--- config.mk ---
export PLATFORM = sky130hd
export DESIGN_NAME = mac_rx_filter_tx_retry_ctrl
export DESIGN_NICKNAME = d
export VERILOG_FILES = /design/src/hw/mac_rx_filter_pkg.sv /design/src/hw/mac_rx_filter_tx_retry_ctrl.sv
export SDC_FILE = /design/constraint.sdc
export NUM_CORES = 1
export LEC_CHECK = 0
export BUFFER_PORTS_ARGS = -buffer_cell sky130_fd_sc_hd__buf_2
export CAP_MARGIN = 20
export CORE_ASPECT_RATIO = 1.25
export CORE_MARGIN = 1.5
export CORE_UTILIZATION = 52
export DETAILED_ROUTE_END_ITERATION = 7
export PLACE_DENSITY = 0.7
export SLEW_MARGIN = 20
export SYNTH_ARGS = -nofsm -noshare
export SYNTH_HDL_FRONTEND = slang
export SYNTH_SLANG_ARGS = --single-unit
--- constraint.sdc ---
create_clock -name core_clk -period 19.5 [get_ports core_clk]
set_input_delay 1.95 -clock core_clk [delete_from_list [all_inputs] [get_ports core_clk]]
set_output_delay 1.95 -clock core_clk [all_outputs]
set_load 0.05 [all_outputs]
--- src/hw/mac_rx_filter_pkg.sv ---
`default_nettype none

package mac_rx_filter_pkg;

   // ****************************************************************
   // Register indices on the plain register port
   // ****************************************************************
   localparam logic [7:0]  REG_CONTROL      = 8'h01;
   localparam logic [7:0]  REG_ADDR_HIGH    = 8'h02;
   localparam logic [7:0]  REG_ADDR_LOW     = 8'h03;
   localparam logic [7:0]  REG_HASH_HIGH    = 8'h04;
   localparam logic [7:0]  REG_HASH_LOW     = 8'h05;
   localparam logic [7:0]  REG_WAKE_CTRL    = 8'h0C;
   localparam logic [7:0]  REG_IRQ_STATUS   = 8'h20;
   localparam logic [7:0]  REG_IRQ_MASK     = 8'h21;

   // ****************************************************************
   // Control register fields and reset values
   // ****************************************************************
   localparam int unsigned INVERSE_FILTER_BIT   = 17;
   localparam int unsigned PASS_BAD_FRAMES_BIT  = 16;
   localparam int unsigned HASH_ONLY_BIT        = 15;
   localparam int unsigned HASH_PERFECT_BIT     = 13;
   localparam int unsigned BROADCAST_DIS_BIT    = 11;
   localparam int unsigned RETRY_DISABLE_BIT    = 10;
   localparam int unsigned PAD_STRIP_BIT        = 8;
   localparam logic [31:0] CONTROL_RW_MASK      = 32'h0003AD00;
   localparam logic [31:0] CONTROL_RESET        = 32'h00000000;
   localparam logic [31:0] ADDR_HIGH_MASK       = 32'h0000FFFF;
   localparam logic [31:0] WAKE_CTRL_MASK       = 32'h00000004;
   localparam int unsigned WAKE_EN_BIT          = 2;
   localparam logic [31:0] REG_RESET            = 32'h00000000;

   // ****************************************************************
   // Interrupt status layout
   // ****************************************************************
   localparam int unsigned IRQ_W                = 3;
   localparam int unsigned IRQ_RX_DROP          = 0;
   localparam int unsigned IRQ_WAKE             = 1;
   localparam int unsigned IRQ_TX_RETRY_ERR     = 2;
   localparam logic [2:0]  IRQ_RESET            = 3'h0;

   // ****************************************************************
   // Frame layout, hash and retry constants
   // ****************************************************************
   localparam logic [15:0] IDX_LEN_HIGH         = 16'h000C;
   localparam logic [15:0] IDX_LEN_LOW          = 16'h000D;
   localparam logic [15:0] HEADER_LEN           = 16'h000E;
   localparam logic [15:0] DA_LEN               = 16'h0006;
   localparam logic [15:0] MIN_PAYLOAD_LEN      = 16'h002E;
   localparam logic [15:0] IDX_MAX              = 16'hFFFF;
   localparam logic [31:0] CRC_INIT             = 32'hFFFFFFFF;
   localparam logic [31:0] CRC_POLY             = 32'hEDB88320;
   localparam logic [4:0]  TX_ATTEMPT_MAX       = 5'h10;
   localparam logic [4:0]  TX_ATTEMPT_FIRST     = 5'h01;

   // ****************************************************************
   // Carriers
   // ****************************************************************
   typedef struct packed {
      logic [7:0]  addr;
      logic [31:0] wdata;
      logic        wr;
      logic        rd;
   } reg_req_type;

   typedef struct packed {
      logic       sof;
      logic       eof;
      logic       bad;
      logic [7:0] data;
   } rx_byte_type;

   typedef struct packed {
      logic       sof;
      logic       eof;
      logic       keep;
      logic [7:0] data;
   } rx_out_type;

   typedef struct packed {
      logic done;
      logic accept;
      logic broadcast;
      logic multicast;
   } rx_status_type;

   typedef struct packed {
      logic collision;
      logic success;
   } tx_event_type;

   typedef struct packed {
      logic retry;
      logic abort;
      logic retryError;
   } tx_result_type;

endpackage

`default_nettype wire

--- src/hw/mac_rx_filter_tx_retry_ctrl.sv ---
`timescale 1ns/10ps
`default_nettype none

// Behaviour
// - Inverse bit flips the perfect address result; ignored in hash modes
// - Pass-bad bit accepts runt and collided frames that pass address filtering
// - Hash-only bit with hash/perfect set hashes individual and multicast addresses alike
// - Hash/perfect clear: compare destination with the station address
// - Hash/perfect set: multicast destinations checked against the hash table
// - Hash/perfect set, hash-only clear: individual addresses still compared exactly
// - Broadcast-disable set drops broadcast frames; clear forwards them all except bad ones while pass-bad is clear
// - Wake detection enabled: broadcast frame not flagged bad wakes despite broadcast-disable
// - Retry-disable set: one attempt, collision drops frame, flags retry error
// - Retry-disable clear: up to 16 attempts before retry error
// - Pad strip with length under 46 removes pad bytes and FCS
// - Pad strip with length 46 or more leaves the frame whole
// - Pad strip clear delivers every frame unmodified
// - First destination bit one means multicast, else individual
module mac_rx_filter_tx_retry_ctrl
   import mac_rx_filter_pkg::*;
(
   // Clock and reset
   input  wire logic          core_clk,
   input  wire logic          rst,
   // Register port
   input  wire reg_req_type   regReq,
   output var  logic [31:0]   regRdata,
   output var  logic          irq,
   // Receive byte stream
   input  wire logic          rxValid,
   input  wire rx_byte_type   rxIn,
   output var  logic          rxOutValid,
   output var  rx_out_type    rxOut,
   output var  rx_status_type rxStatus,
   output var  logic          wakeEvent,
   // Transmit attempt events
   input  wire tx_event_type  txEvent,
   output var  tx_result_type txResult
);

   // ****************************************************************
   // Declarations
   // ****************************************************************
   logic [31:0]        control_ff;
   logic [31:0]        addrHigh_ff;
   logic [31:0]        addrLow_ff;
   logic [31:0]        hashHigh_ff;
   logic [31:0]        hashLow_ff;
   logic [31:0]        wakeCtrl_ff;
   logic [IRQ_W-1:0]   irqStatus_ff;
   logic [IRQ_W-1:0]   irqMask_ff;
   logic [IRQ_W-1:0]   nxt_irqStatus;
   logic [IRQ_W-1:0]   irqEvents;
   logic [IRQ_W-1:0]   irqClear;
   logic [31:0]        regRdata_ff;
   logic [31:0]        nxt_regRdata;
   logic               irq_ff;
   logic [15:0]        byteIdx_ff;
   logic [15:0]        curIdx;
   logic [47:0]        da_ff;
   logic [31:0]        crc_ff;
   logic [15:0]        lenField_ff;
   logic [15:0]        keepLimit;
   logic               stripActive;
   logic               keepByte;
   logic               rxOutValid_ff;
   rx_out_type         rxOut_ff;
   rx_status_type      rxStatus_ff;
   logic               wake_ff;
   logic               isMulticast;
   logic               isBroadcast;
   logic               daMatch;
   logic               hashHit;
   logic               perfectPass;
   logic               addrPass;
   logic               frameAccept;
   logic               frameEnd;
   logic               wakeHit;
   logic [4:0]         attemptCnt_ff;
   logic               giveUp;
   tx_result_type      txResult_ff;
   logic               inverseEn;
   logic               pass_bad_frames;
   logic               hashOnly;
   logic               hashPerfect;
   logic               bcastDis;
   logic               retryDis;
   logic               padStripEn;
   logic               wakeEn;

   // Control fields
   assign inverseEn   = control_ff[INVERSE_FILTER_BIT];
   assign pass_bad_frames     = control_ff[PASS_BAD_FRAMES_BIT];
   assign hashOnly    = control_ff[HASH_ONLY_BIT];
   assign hashPerfect = control_ff[HASH_PERFECT_BIT];
   assign bcastDis    = control_ff[BROADCAST_DIS_BIT];
   assign retryDis    = control_ff[RETRY_DISABLE_BIT];
   assign padStripEn  = control_ff[PAD_STRIP_BIT];
   assign wakeEn      = wakeCtrl_ff[WAKE_EN_BIT];

   // ****************************************************************
   // Register port
   // ****************************************************************

   // Software writable registers; unwritable bits stay zero
   always_ff @(posedge core_clk or posedge rst) begin
      if (rst) begin
         control_ff  <= CONTROL_RESET;
         addrHigh_ff <= REG_RESET;
         addrLow_ff  <= REG_RESET;
         hashHigh_ff <= REG_RESET;
         hashLow_ff  <= REG_RESET;
         wakeCtrl_ff <= REG_RESET;
         irqMask_ff  <= IRQ_RESET;
      end else if (regReq.wr) begin
         case (regReq.addr)
            REG_CONTROL:    control_ff  <= regReq.wdata & CONTROL_RW_MASK;
            REG_ADDR_HIGH:  addrHigh_ff <= regReq.wdata & ADDR_HIGH_MASK;
            REG_ADDR_LOW:   addrLow_ff  <= regReq.wdata;
            REG_HASH_HIGH:  hashHigh_ff <= regReq.wdata;
            REG_HASH_LOW:   hashLow_ff  <= regReq.wdata;
            REG_WAKE_CTRL:  wakeCtrl_ff <= regReq.wdata & WAKE_CTRL_MASK;
            REG_IRQ_MASK:   irqMask_ff  <= regReq.wdata[IRQ_W-1:0];
            default:        ;
         endcase
      end
   end

   // Read mux; unmapped indices read zero
   always_comb begin
      nxt_regRdata = REG_RESET;
      if (regReq.rd) begin
         case (regReq.addr)
            REG_CONTROL:    nxt_regRdata = control_ff;
            REG_ADDR_HIGH:  nxt_regRdata = addrHigh_ff;
            REG_ADDR_LOW:   nxt_regRdata = addrLow_ff;
            REG_HASH_HIGH:  nxt_regRdata = hashHigh_ff;
            REG_HASH_LOW:   nxt_regRdata = hashLow_ff;
            REG_WAKE_CTRL:  nxt_regRdata = wakeCtrl_ff;
            REG_IRQ_STATUS: nxt_regRdata = {29'h0, irqStatus_ff};
            REG_IRQ_MASK:   nxt_regRdata = {29'h0, irqMask_ff};
            default:        nxt_regRdata = REG_RESET;
         endcase
      end
   end

   // Read data valid only in the cycle after the strobe
   always_ff @(posedge core_clk or posedge rst) begin
      if (rst) begin
         regRdata_ff <= REG_RESET;
      end else begin
         regRdata_ff <= nxt_regRdata;
      end
   end

   // ****************************************************************
   // Interrupts
   // ****************************************************************

   // Write-one-to-clear; a new event in the same cycle wins
   always_comb begin
      irqEvents = IRQ_RESET;
      irqEvents[IRQ_RX_DROP]      = frameEnd & ~frameAccept;
      irqEvents[IRQ_WAKE]         = wakeHit;
      irqEvents[IRQ_TX_RETRY_ERR] = txEvent.collision & giveUp;
      irqClear = (regReq.wr && regReq.addr == REG_IRQ_STATUS) ?
                 regReq.wdata[IRQ_W-1:0] : IRQ_RESET;
      nxt_irqStatus = (irqStatus_ff & ~irqClear) | irqEvents;
   end

   // Sticky status and level interrupt
   always_ff @(posedge core_clk or posedge rst) begin
      if (rst) begin
         irqStatus_ff <= IRQ_RESET;
         irq_ff       <= 1'b0;
      end else begin
         irqStatus_ff <= nxt_irqStatus;
         irq_ff       <= |(nxt_irqStatus & irqMask_ff);
      end
   end

   // ****************************************************************
   // Receive address filter
   // ****************************************************************

   // Reflected CRC over one byte, LSB first
   function automatic logic [31:0] crcByte(input logic [31:0] crcIn, input logic [7:0] d);
      logic [31:0] c;
      c = crcIn;
      for (int i = 0; i < 8; i++) begin
         c = (c[0] ^ d[i]) ? ((c >> 1) ^ CRC_POLY) : (c >> 1);
      end
      return c;
   endfunction

   assign curIdx = rxIn.sof ? 16'h0000 : byteIdx_ff;

   // Byte position, destination address and its hash
   always_ff @(posedge core_clk or posedge rst) begin
      if (rst) begin
         byteIdx_ff  <= 16'h0000;
         da_ff       <= 48'h000000000000;
         crc_ff      <= CRC_INIT;
         lenField_ff <= 16'h0000;
      end else if (rxValid) begin
         byteIdx_ff <= (curIdx == IDX_MAX) ? curIdx : curIdx + 16'h0001;
         if (curIdx < DA_LEN) begin
            da_ff[8*curIdx[2:0] +: 8] <= rxIn.data;
            crc_ff <= crcByte(rxIn.sof ? CRC_INIT : crc_ff, rxIn.data);
         end
         if (curIdx == IDX_LEN_HIGH) begin
            lenField_ff[15:8] <= rxIn.data;
         end
         if (curIdx == IDX_LEN_LOW) begin
            lenField_ff[7:0] <= rxIn.data;
         end
      end
   end

   // Address classification and match
   assign isMulticast = da_ff[0];
   assign isBroadcast = &da_ff;
   assign daMatch     = (da_ff == {addrHigh_ff[15:0], addrLow_ff});
   assign hashHit     = crc_ff[31] ? hashHigh_ff[crc_ff[30:26]] : hashLow_ff[crc_ff[30:26]];

   // Filter mode selection
   always_comb begin
      perfectPass = inverseEn ? ~daMatch : daMatch;
      if (!hashPerfect) begin
         addrPass = perfectPass;
      end else if (isMulticast) begin
         addrPass = hashHit;
      end else if (hashOnly) begin
         addrPass = hashHit;
      end else begin
         addrPass = daMatch;
      end
      if (isBroadcast) begin
         addrPass = ~bcastDis;
      end
   end

   assign frameEnd    = rxValid & rxIn.eof;
   assign frameAccept = addrPass & (~rxIn.bad | pass_bad_frames);
   assign wakeHit     = frameEnd & wakeEn & isBroadcast & ~rxIn.bad;

   // ****************************************************************
   // Pad stripping
   // ****************************************************************

   // Short frames keep header plus length bytes only; FCS goes too
   assign keepLimit   = HEADER_LEN + lenField_ff;
   assign stripActive = padStripEn & (lenField_ff < MIN_PAYLOAD_LEN)
                        & (curIdx >= HEADER_LEN);
   assign keepByte    = ~(stripActive & (curIdx >= keepLimit));

   // Delivered stream and frame verdict, one cycle behind the input
   always_ff @(posedge core_clk or posedge rst) begin
      if (rst) begin
         rxOutValid_ff <= 1'b0;
         rxOut_ff      <= '0;
         rxStatus_ff   <= '0;
         wake_ff       <= 1'b0;
      end else begin
         rxOutValid_ff    <= rxValid;
         rxOut_ff.sof     <= rxIn.sof;
         rxOut_ff.eof     <= rxIn.eof;
         rxOut_ff.keep    <= keepByte;
         rxOut_ff.data    <= rxIn.data;
         rxStatus_ff.done <= frameEnd;
         wake_ff          <= wakeHit;
         if (frameEnd) begin
            rxStatus_ff.accept    <= frameAccept;
            rxStatus_ff.broadcast <= isBroadcast;
            rxStatus_ff.multicast <= isMulticast;
         end
      end
   end

   // ****************************************************************
   // Transmit retry control
   // ****************************************************************

   // Abort when retries are off or the attempt budget is spent
   assign giveUp = retryDis | (attemptCnt_ff >= TX_ATTEMPT_MAX);

   // Attempt counter per frame and retry verdicts
   always_ff @(posedge core_clk or posedge rst) begin
      if (rst) begin
         attemptCnt_ff <= TX_ATTEMPT_FIRST;
         txResult_ff   <= '0;
      end else begin
         txResult_ff <= '0;
         if (txEvent.collision) begin
            if (giveUp) begin
               attemptCnt_ff          <= TX_ATTEMPT_FIRST;
               txResult_ff.abort      <= 1'b1;
               txResult_ff.retryError <= 1'b1;
            end else begin
               attemptCnt_ff     <= attemptCnt_ff + 5'h01;
               txResult_ff.retry <= 1'b1;
            end
         end else if (txEvent.success) begin
            attemptCnt_ff <= TX_ATTEMPT_FIRST;
         end
      end
   end

   // Outputs
   assign regRdata   = regRdata_ff;
   assign irq        = irq_ff;
   assign rxOutValid = rxOutValid_ff;
   assign rxOut      = rxOut_ff;
   assign rxStatus   = rxStatus_ff;
   assign wakeEvent  = wake_ff;
   assign txResult   = txResult_ff;

   // ****************************************************************
   // Checks
   // ****************************************************************

   a_inverse_perfect: assert property (@(posedge core_clk) disable iff (rst)
      frameEnd && !hashPerfect && !isBroadcast && !rxIn.bad && inverseEn
      |=> rxStatus.accept == !$past(daMatch))
      else $error("inverse perfect filter result wrong");

   a_bad_frame_drop: assert property (@(posedge core_clk) disable iff (rst)
      frameEnd && rxIn.bad && !pass_bad_frames |=> rxStatus.done && !rxStatus.accept)
      else $error("bad frame accepted without pass-bad");

   a_hash_only_ia: assert property (@(posedge core_clk) disable iff (rst)
      frameEnd && hashPerfect && hashOnly && !isBroadcast && !rxIn.bad
      |=> rxStatus.accept == $past(hashHit))
      else $error("hash-only filter result wrong");

   a_perfect_ia: assert property (@(posedge core_clk) disable iff (rst)
      frameEnd && hashPerfect && !hashOnly && !isMulticast && !rxIn.bad
      |=> rxStatus.accept == $past(daMatch))
      else $error("individual address not perfectly filtered");

   a_broadcast_disable_reject: assert property (@(posedge core_clk) disable iff (rst)
      frameEnd && isBroadcast && bcastDis |=> !rxStatus.accept ##1 !rxStatus.done)
      else $error("broadcast accepted while disabled");

   a_broadcast_disable_wake: assert property (@(posedge core_clk) disable iff (rst)
      frameEnd && isBroadcast && wakeEn && !rxIn.bad |=> wakeEvent ##1 irqStatus_ff[IRQ_WAKE])
      else $error("broadcast wake frame missed");

   a_retry_dis_abort: assert property (@(posedge core_clk) disable iff (rst)
      txEvent.collision && retryDis |=> txResult.abort && txResult.retryError && !txResult.retry)
      else $error("collision with retries off did not abort");

   a_retry_budget: assert property (@(posedge core_clk) disable iff (rst)
      txEvent.collision && !retryDis
      |=> (txResult.abort == ($past(attemptCnt_ff) == TX_ATTEMPT_MAX))
          && (txResult.retry != txResult.abort))
      else $error("retry budget of sixteen attempts broken");

   a_pad_strip: assert property (@(posedge core_clk) disable iff (rst)
      rxValid && padStripEn && !rxIn.sof && lenField_ff < MIN_PAYLOAD_LEN
      && curIdx >= HEADER_LEN + lenField_ff && curIdx >= HEADER_LEN |=> rxOutValid && !rxOut.keep)
      else $error("pad or FCS byte not stripped");

   a_no_strip: assert property (@(posedge core_clk) disable iff (rst)
      rxValid && !padStripEn |=> rxOutValid && rxOut.keep && rxOut.data == $past(rxIn.data))
      else $error("frame modified with pad strip off");
endmodule

`default_nettype wire
# Word-level counts from Yosys, hierarchy flattened
# Cells that the tools add are included.
# word_totals
register_bits	296
latchBits	0
ram_bits	0
rom_bits	0
inputBits	58
out_inout_bits	53
word_cells	135
memories	0
# classes
add_sub_neg	4
n_mul	0
n_div	0
n_lt_le_gt_ge	6
eq_ne	12
n_shift	2
muxes	31
bitwise_logic	37
n_reduce_logical	14
# ops
operator	count
two-way mux 32 bit	10
one-hot mux 32 bit (8 select lines)	1
NOT 13 -> 14 bit	8
bitwise mux 48 bit	1
equality test 48 bit	1
AND reduction 48 bit	1
variable shift 8 x 34 -> 48 bit (first input constant)	1
variable part select 8 x 34 -> 48 bit	1
negator 6 -> 34 bit	1
equality test 16 x 4 -> 1 bit (second input constant)	2
two-way mux 16 bit	2
AND reduction 2 bit	10
adder 16 x 1 -> 16 bit (second input constant)	1
adder 4 x 16 -> 16 bit (first input constant)	1
equality test 16 bit (second input constant)	1
equality test 8 x 2 -> 1 bit (second input constant)	2
equality test 8 x 3 -> 1 bit (second input constant)	2
equality test 8 x 6 -> 1 bit (second input constant)	2
>= comparator 16 bit	1
>= comparator 16 x 4 -> 1 bit (second input constant)	1
< comparator 16 x 3 -> 1 bit (second input constant)	1
< comparator 16 x 6 -> 1 bit (second input constant)	1
two-way mux 5 bit	3
bitwise AND 1 bit	10
other kinds (18)	41

# Depth between registers and ports, before layout
# depth
word_depth	17
depth_mapped	13
mapped_depth_nobuf	13

# Worst setup path before layout
# Ideal clock, no wire load.
# synth_timing
path_type	input-to-reg
from	input port rxIn[10] (netlist name)
to	register byteIdx_ff[9]
setup_time_ns	0.083
t_arrival_ns	4.185
required_time_ns	19.417
slack_ns	15.232
cell_stages	12
n_path_buf	2
cell_sequence	buf_4 buf_2 nand2b_1 inv_1 ha_1 and4_1 nand2_1 o41ai_1 nor4_1 nand2_1 xor2_1 o22ai_1
# synth_between
elab_chain_cells	3
elab_cells_between_ends	4
classes_between	add/sub: 1; eq/ne: 1; mux: 2
# synth_lines
item	line	source
start: declaration	mac_rx_filter_tx_retry_ctrl.sv:31	input wire rx_byte_type rxIn,
two-way mux 16 bit *	mac_rx_filter_tx_retry_ctrl.sv:196	assign curIdx = rxIn.sof ? 16'h0000 : byteIdx_ff;
adder 16 x 1 -> 16 bit or equality test 16 bit (tied branches)	mac_rx_filter_tx_retry_ctrl.sv:206	byteIdx_ff <= (curIdx == IDX_MAX) ? curIdx : curIdx + 16'h0001;
two-way mux 16 bit *	mac_rx_filter_tx_retry_ctrl.sv:206	
end signal: assignment	mac_rx_filter_tx_retry_ctrl.sv:206	
end: declaration	mac_rx_filter_tx_retry_ctrl.sv:58	logic [15:0] byteIdx_ff;
# Every way passes the cells marked *; elsewhere a longest branch is shown, timed or not.
# A chain may end at the register's enable or synchronous reset.

# Final worst setup path
# layout_timing
from	input port regReq[34] (netlist name)
to	register hashHigh_ff[28]
# layout_between
elab_chain_cells	2
# layout_lines
item	line	source
start: declaration	mac_rx_filter_tx_retry_ctrl.sv:26	input wire reg_req_type regReq,
equality test 8 x 3 -> 1 bit	mac_rx_filter_tx_retry_ctrl.sv:116	case (regReq.addr)
AND reduction 2 bit (no line)	--	
end signal: assignment	mac_rx_filter_tx_retry_ctrl.sv:120	REG_HASH_HIGH: hashHigh_ff <= regReq.wdata;
end: declaration	mac_rx_filter_tx_retry_ctrl.sv:47	logic [31:0] hashHigh_ff;
# Every way passes these cells.

==> summary.md <==
| Metric | Value |
|---|---|
| Clk pwr share | about a third |
| Seq/Total Area, Yosys | about half |
| Tcrit/Tclk final | 23.9% |
| Initial antenna violation count | 0 |
| Height of the die | 192 um |
| Worst-path fanout max | 32 |
| Setup TNS | 0 ps |
| Final slew viol count | 0 |
| DRC | 0 |
| ANT cells | 0 |
| Least-Margin Pin Slew | a little over 1000 ps |
| Layer with the highest usage | met2 |
| Cells after Synth | between 1,000 and 1,500 |
| Fmax | ~210 MHz |
| Switching share of total power | 30.9% |
| Synth warnings | 0 |
| First-pass GRT wire length | 58.3 mm |
| Share of cells above drive strength 1 | between 20% and 30% |
| Initial Util | 52.6% |
| Outcome | completed |
| Worst path slowest cell | nor2_4 |
| Number of synthesized flops with an enable pin | 0 |
| GRT Overall Usage | about a quarter |
| Initial DRC count | approximately 630 |
| Largest net degree at the start of global routing | around 170 |
| Max VDD drop | 110 uV |
| Final setup viols | 0 |
| Register area | ~7400 um^2 |
| Total power | 1.95 mW |
| Clock transition at path regs | around 60 ps |
| Synth cell count leaders | dfrtp_1 (262), mux2_2 (118), nand2_1 (118), xnor2_1 (102), nor2_1 (82) |
| Post-CTS setup buffers | 0 |
| Post-Synthesis Cell Area | roughly 15,000 um^2 |
| Critical Path Start Type | input pin |
| TritonCTS Buffers | 30 |
| R2r worst-path depth | 7 |
| Slack of the critical path | approximately 15,000 ps |
| Pwr dens | about 120 nW/um^2 |
| Buffers on Ports | 110 |
| Instance count on the critical path | 6 |
| Final hold viol count | 0 |
| Synth cell types | between 60 and 70 |
| Antenna Nets Post-Route | 0 |
| Leak | 7.68 nW |
| Pint | approximately 1.3 mW |
| RR Endpoint | rxStatus[2]$_DFFE_PP0P_ |
| Ports | between 100 and 150 |
| Flops & latches, synth | just under 300 |
| Crit Path Class | in2reg |
| Top-area cell type share of the netlist area | around 44% |
| GRT met2 Usage | 45.0% |
| Synth top area cells | dfrtp_1 (44%), mux2_2 (8.9%), xnor2_1 (6.0%), dfstp_2 (5.8%), mux2_4 (3.0%) |
| Required time worst endpoint | between 15,000 and 20,000 ps |
| Die area | 29,600 um^2 |
| Final nets | roughly 1,400 |
| Max-Cap Viols | 0 |
| Fill count | between 2,000 and 2,500 |
| Sw power | about 0.6 mW |
| Worst-case clock buffer depth | 3 |
| Reg2Reg Launch Point | crc_ff[26]$_DFFE_PP1P_ |
| Crit-path max cell delay | between 700 and 800 ps |
| Syn-to-layout area delta | 12.8% |
| Worst Hold Path EP | crc_ff[18]$_DFFE_PP1P_ |
| Fin Clk Skew | 11.7 ps |
| Die width | 154 um |
| Part of the power in registers | between 40% and 50% |
| Post-synth net total | around 1,300 |
| Slew HR | between 30% and 40% |
| Htree depth | 1 |
| Multi-input logic area | roughly 7100 um^2 |
| CP top delay family | simple AND/OR/NAND/NOR gates |
| Clk sinks | 295 |
| Worst EP arrival | 5090 ps |
| Hold Path Class | reg2reg |
| Skew-Pair Late Insertion Delay | approximately 560 ps |
| Mapped Avg Cell Area | about 12 um^2 |
| DPL Wire Length | 26.2 mm |
| Post-synthesis async set-or-reset flop share | 100% |
| Worst hold path depth | 2 |
| Pre-CTS setup slack | approximately 14,000 ps |
| TritonCTS clock tree | built |
| Core footprint | 28,200 um^2 |
| Global route overflow | 0 |
| Num rows | 69 |
| Core Util, Final | 59.4% |
| Area leader, netlist | dfrtp_1 |
| Vias per Instance | slightly below 6 |
| TritonRoute pass-1 iters | 7 |
| Met3 global-route usage | around 2.9% |
| Comb pwr share | approximately a quarter |
| Crit-path cells | buf_2 > or4b_1 > or4_4 > nor2_4 > nand2_4 > mux2_4 |
| Routed wire length | approximately 37 mm |
| RD Place Congestion | between 0.8 and 0.9 |
| Crit end category | flop |
| Number of gates resized after CTS | 0 |
| WP buf/inv | 1 |
| Routed via count | around 10,000 |
| Met1 Resource Use GR | around 32% |
| Top-count cell post-synth | dfrtp_1 |
| Hold Buf Count CTS | 0 |
| FF-to-FF setup slack | 16,280 ps |
| Fin crit period | roughly 4700 ps |
| Root Buffer | clkbuf_16 |
| Vias in the first global route | ~10,000 |
| RSZ-0062 raised after global routing | false |
| Post-synth top flop | dfrtp_1 |
| Drt wl/cell | 21.4 um |
| Min-Delay Startpoint | crc_ff[18]$_DFFE_PP1P_ |
-- state kept, by name, summed over array words and instances, names as in the netlist --
register,flops
addrHigh_ff,16
addrLow_ff,32
attemptCnt_ff,5
byteIdx_ff,16
control_ff,7
crc_ff,32
da_ff,48
hashHigh_ff,32
hashLow_ff,32
irq,1
irqMask_ff,3
irqStatus_ff,3
lenField_ff,16
regRdata,32
rxOut,11
rxOutValid,1
rxStatus,4
txResult,2
wakeCtrl_ff,1
wakeEvent,1
-- worst reg2reg max path: cells and delay by family, from the launching register on --
kind,cells,cell delay [ps]
compound gates,2,390
flops,1,1150
mux,2,1140
simple gates,3,410
-- through the flow --
| stage | hold slack [ps] | instances | instance area (um^2) |
|---|---|---|---|
| after floorplan | 438 | 1268 | 14900 |
| after global placement | 452 | 1674 | 15600 |
| after detailed placement | 455 | 1674 | 15600 |
| after CTS | 465 | 1730 | 16700 |
| after global routing | 487 | 1731 | 16800 |
| final | 460 | 1731 | 16800 |
-- layout make-up --
class | count | share of cell area, %
Clock buffer | 35 | 4.90
Sequential cell | 295 | 44.3
Inverter | 14 | 0.358
Clock inverter | 21 | 1.81
Timing Repair Buffer | 116 | 3.70
Multi-Input combinational cell | 895 | 42.3
Tap cell | 355 | 2.65
-- cells by family after synthesis --
logic type / Yosys count / share of synthesized area (%)
XOR/XNOR: 147 / 9.25
adder cells (fa/ha/maj): 22 / 1.85
buffers and inverters: 78 / 2.37
AND/OR/NAND/NOR: 363 / 12.2
flip-flops: 295 / 50.0
AO/OA/AOI/OAI: 144 / 6.55
multiplexers: 219 / 17.8
-- power groups by stage --
stage               logic [mW]  registers (mW)  clock network (mW)
CTS                      0.475           0.833               0.655
global route             0.515           0.846               0.680
floorplan                0.395           0.795                   0
finish                   0.470           0.835               0.645
global placement         0.460           0.841                   0
detailed placement       0.471           0.844                   0
-- worst max-delay path by stage --
stage / slack [ps] / end / start
global placement: 13990 / hashHigh_ff[28]$_DFFE_PP0P_ / regReq[34]
detailed placement: 13900 / hashHigh_ff[28]$_DFFE_PP0P_ / regReq[34]
CTS: 14500 / hashHigh_ff[28]$_DFFE_PP0P_ / regReq[34]
global route: 14790 / hashHigh_ff[28]$_DFFE_PP0P_ / regReq[34]
floorplan: 9460 / addrHigh_ff[0]$_DFFE_PP0P_ / rst
finish: 14850 / hashHigh_ff[28]$_DFFE_PP0P_ / regReq[34]
-- cells in the final DEF, fill, tap and decap left out, types with 15 or more instances in the layout --
| cell | instances |
|---|---|
| a21oi_1 | 22 |
| a222oi_1 | 19 |
| buf_2 | 110 |
| clkbuf_16 | 31 |
| dfrtp_1 | 262 |
| dfstp_2 | 33 |
| ha_1 | 22 |
| mux2_1 | 30 |
| mux2_2 | 118 |
| mux2_4 | 30 |
| mux2i_1 | 32 |
| nand2_1 | 118 |
| nand3_1 | 21 |
| nand4_1 | 46 |
| nor2_1 | 82 |
| nor2b_1 | 17 |
| nor4_1 | 15 |
| o21ai_0 | 52 |
| xnor2_1 | 102 |
| xor2_1 | 35 |
-- routing by layer --
metal	vias to the layer above	part of all wire, %
li1	4690	-
met1	5113	41
met2	306	51
met3	77	4.8
met4	0	3.4
met5	-	0
Power figures use the tool's default switching activity.
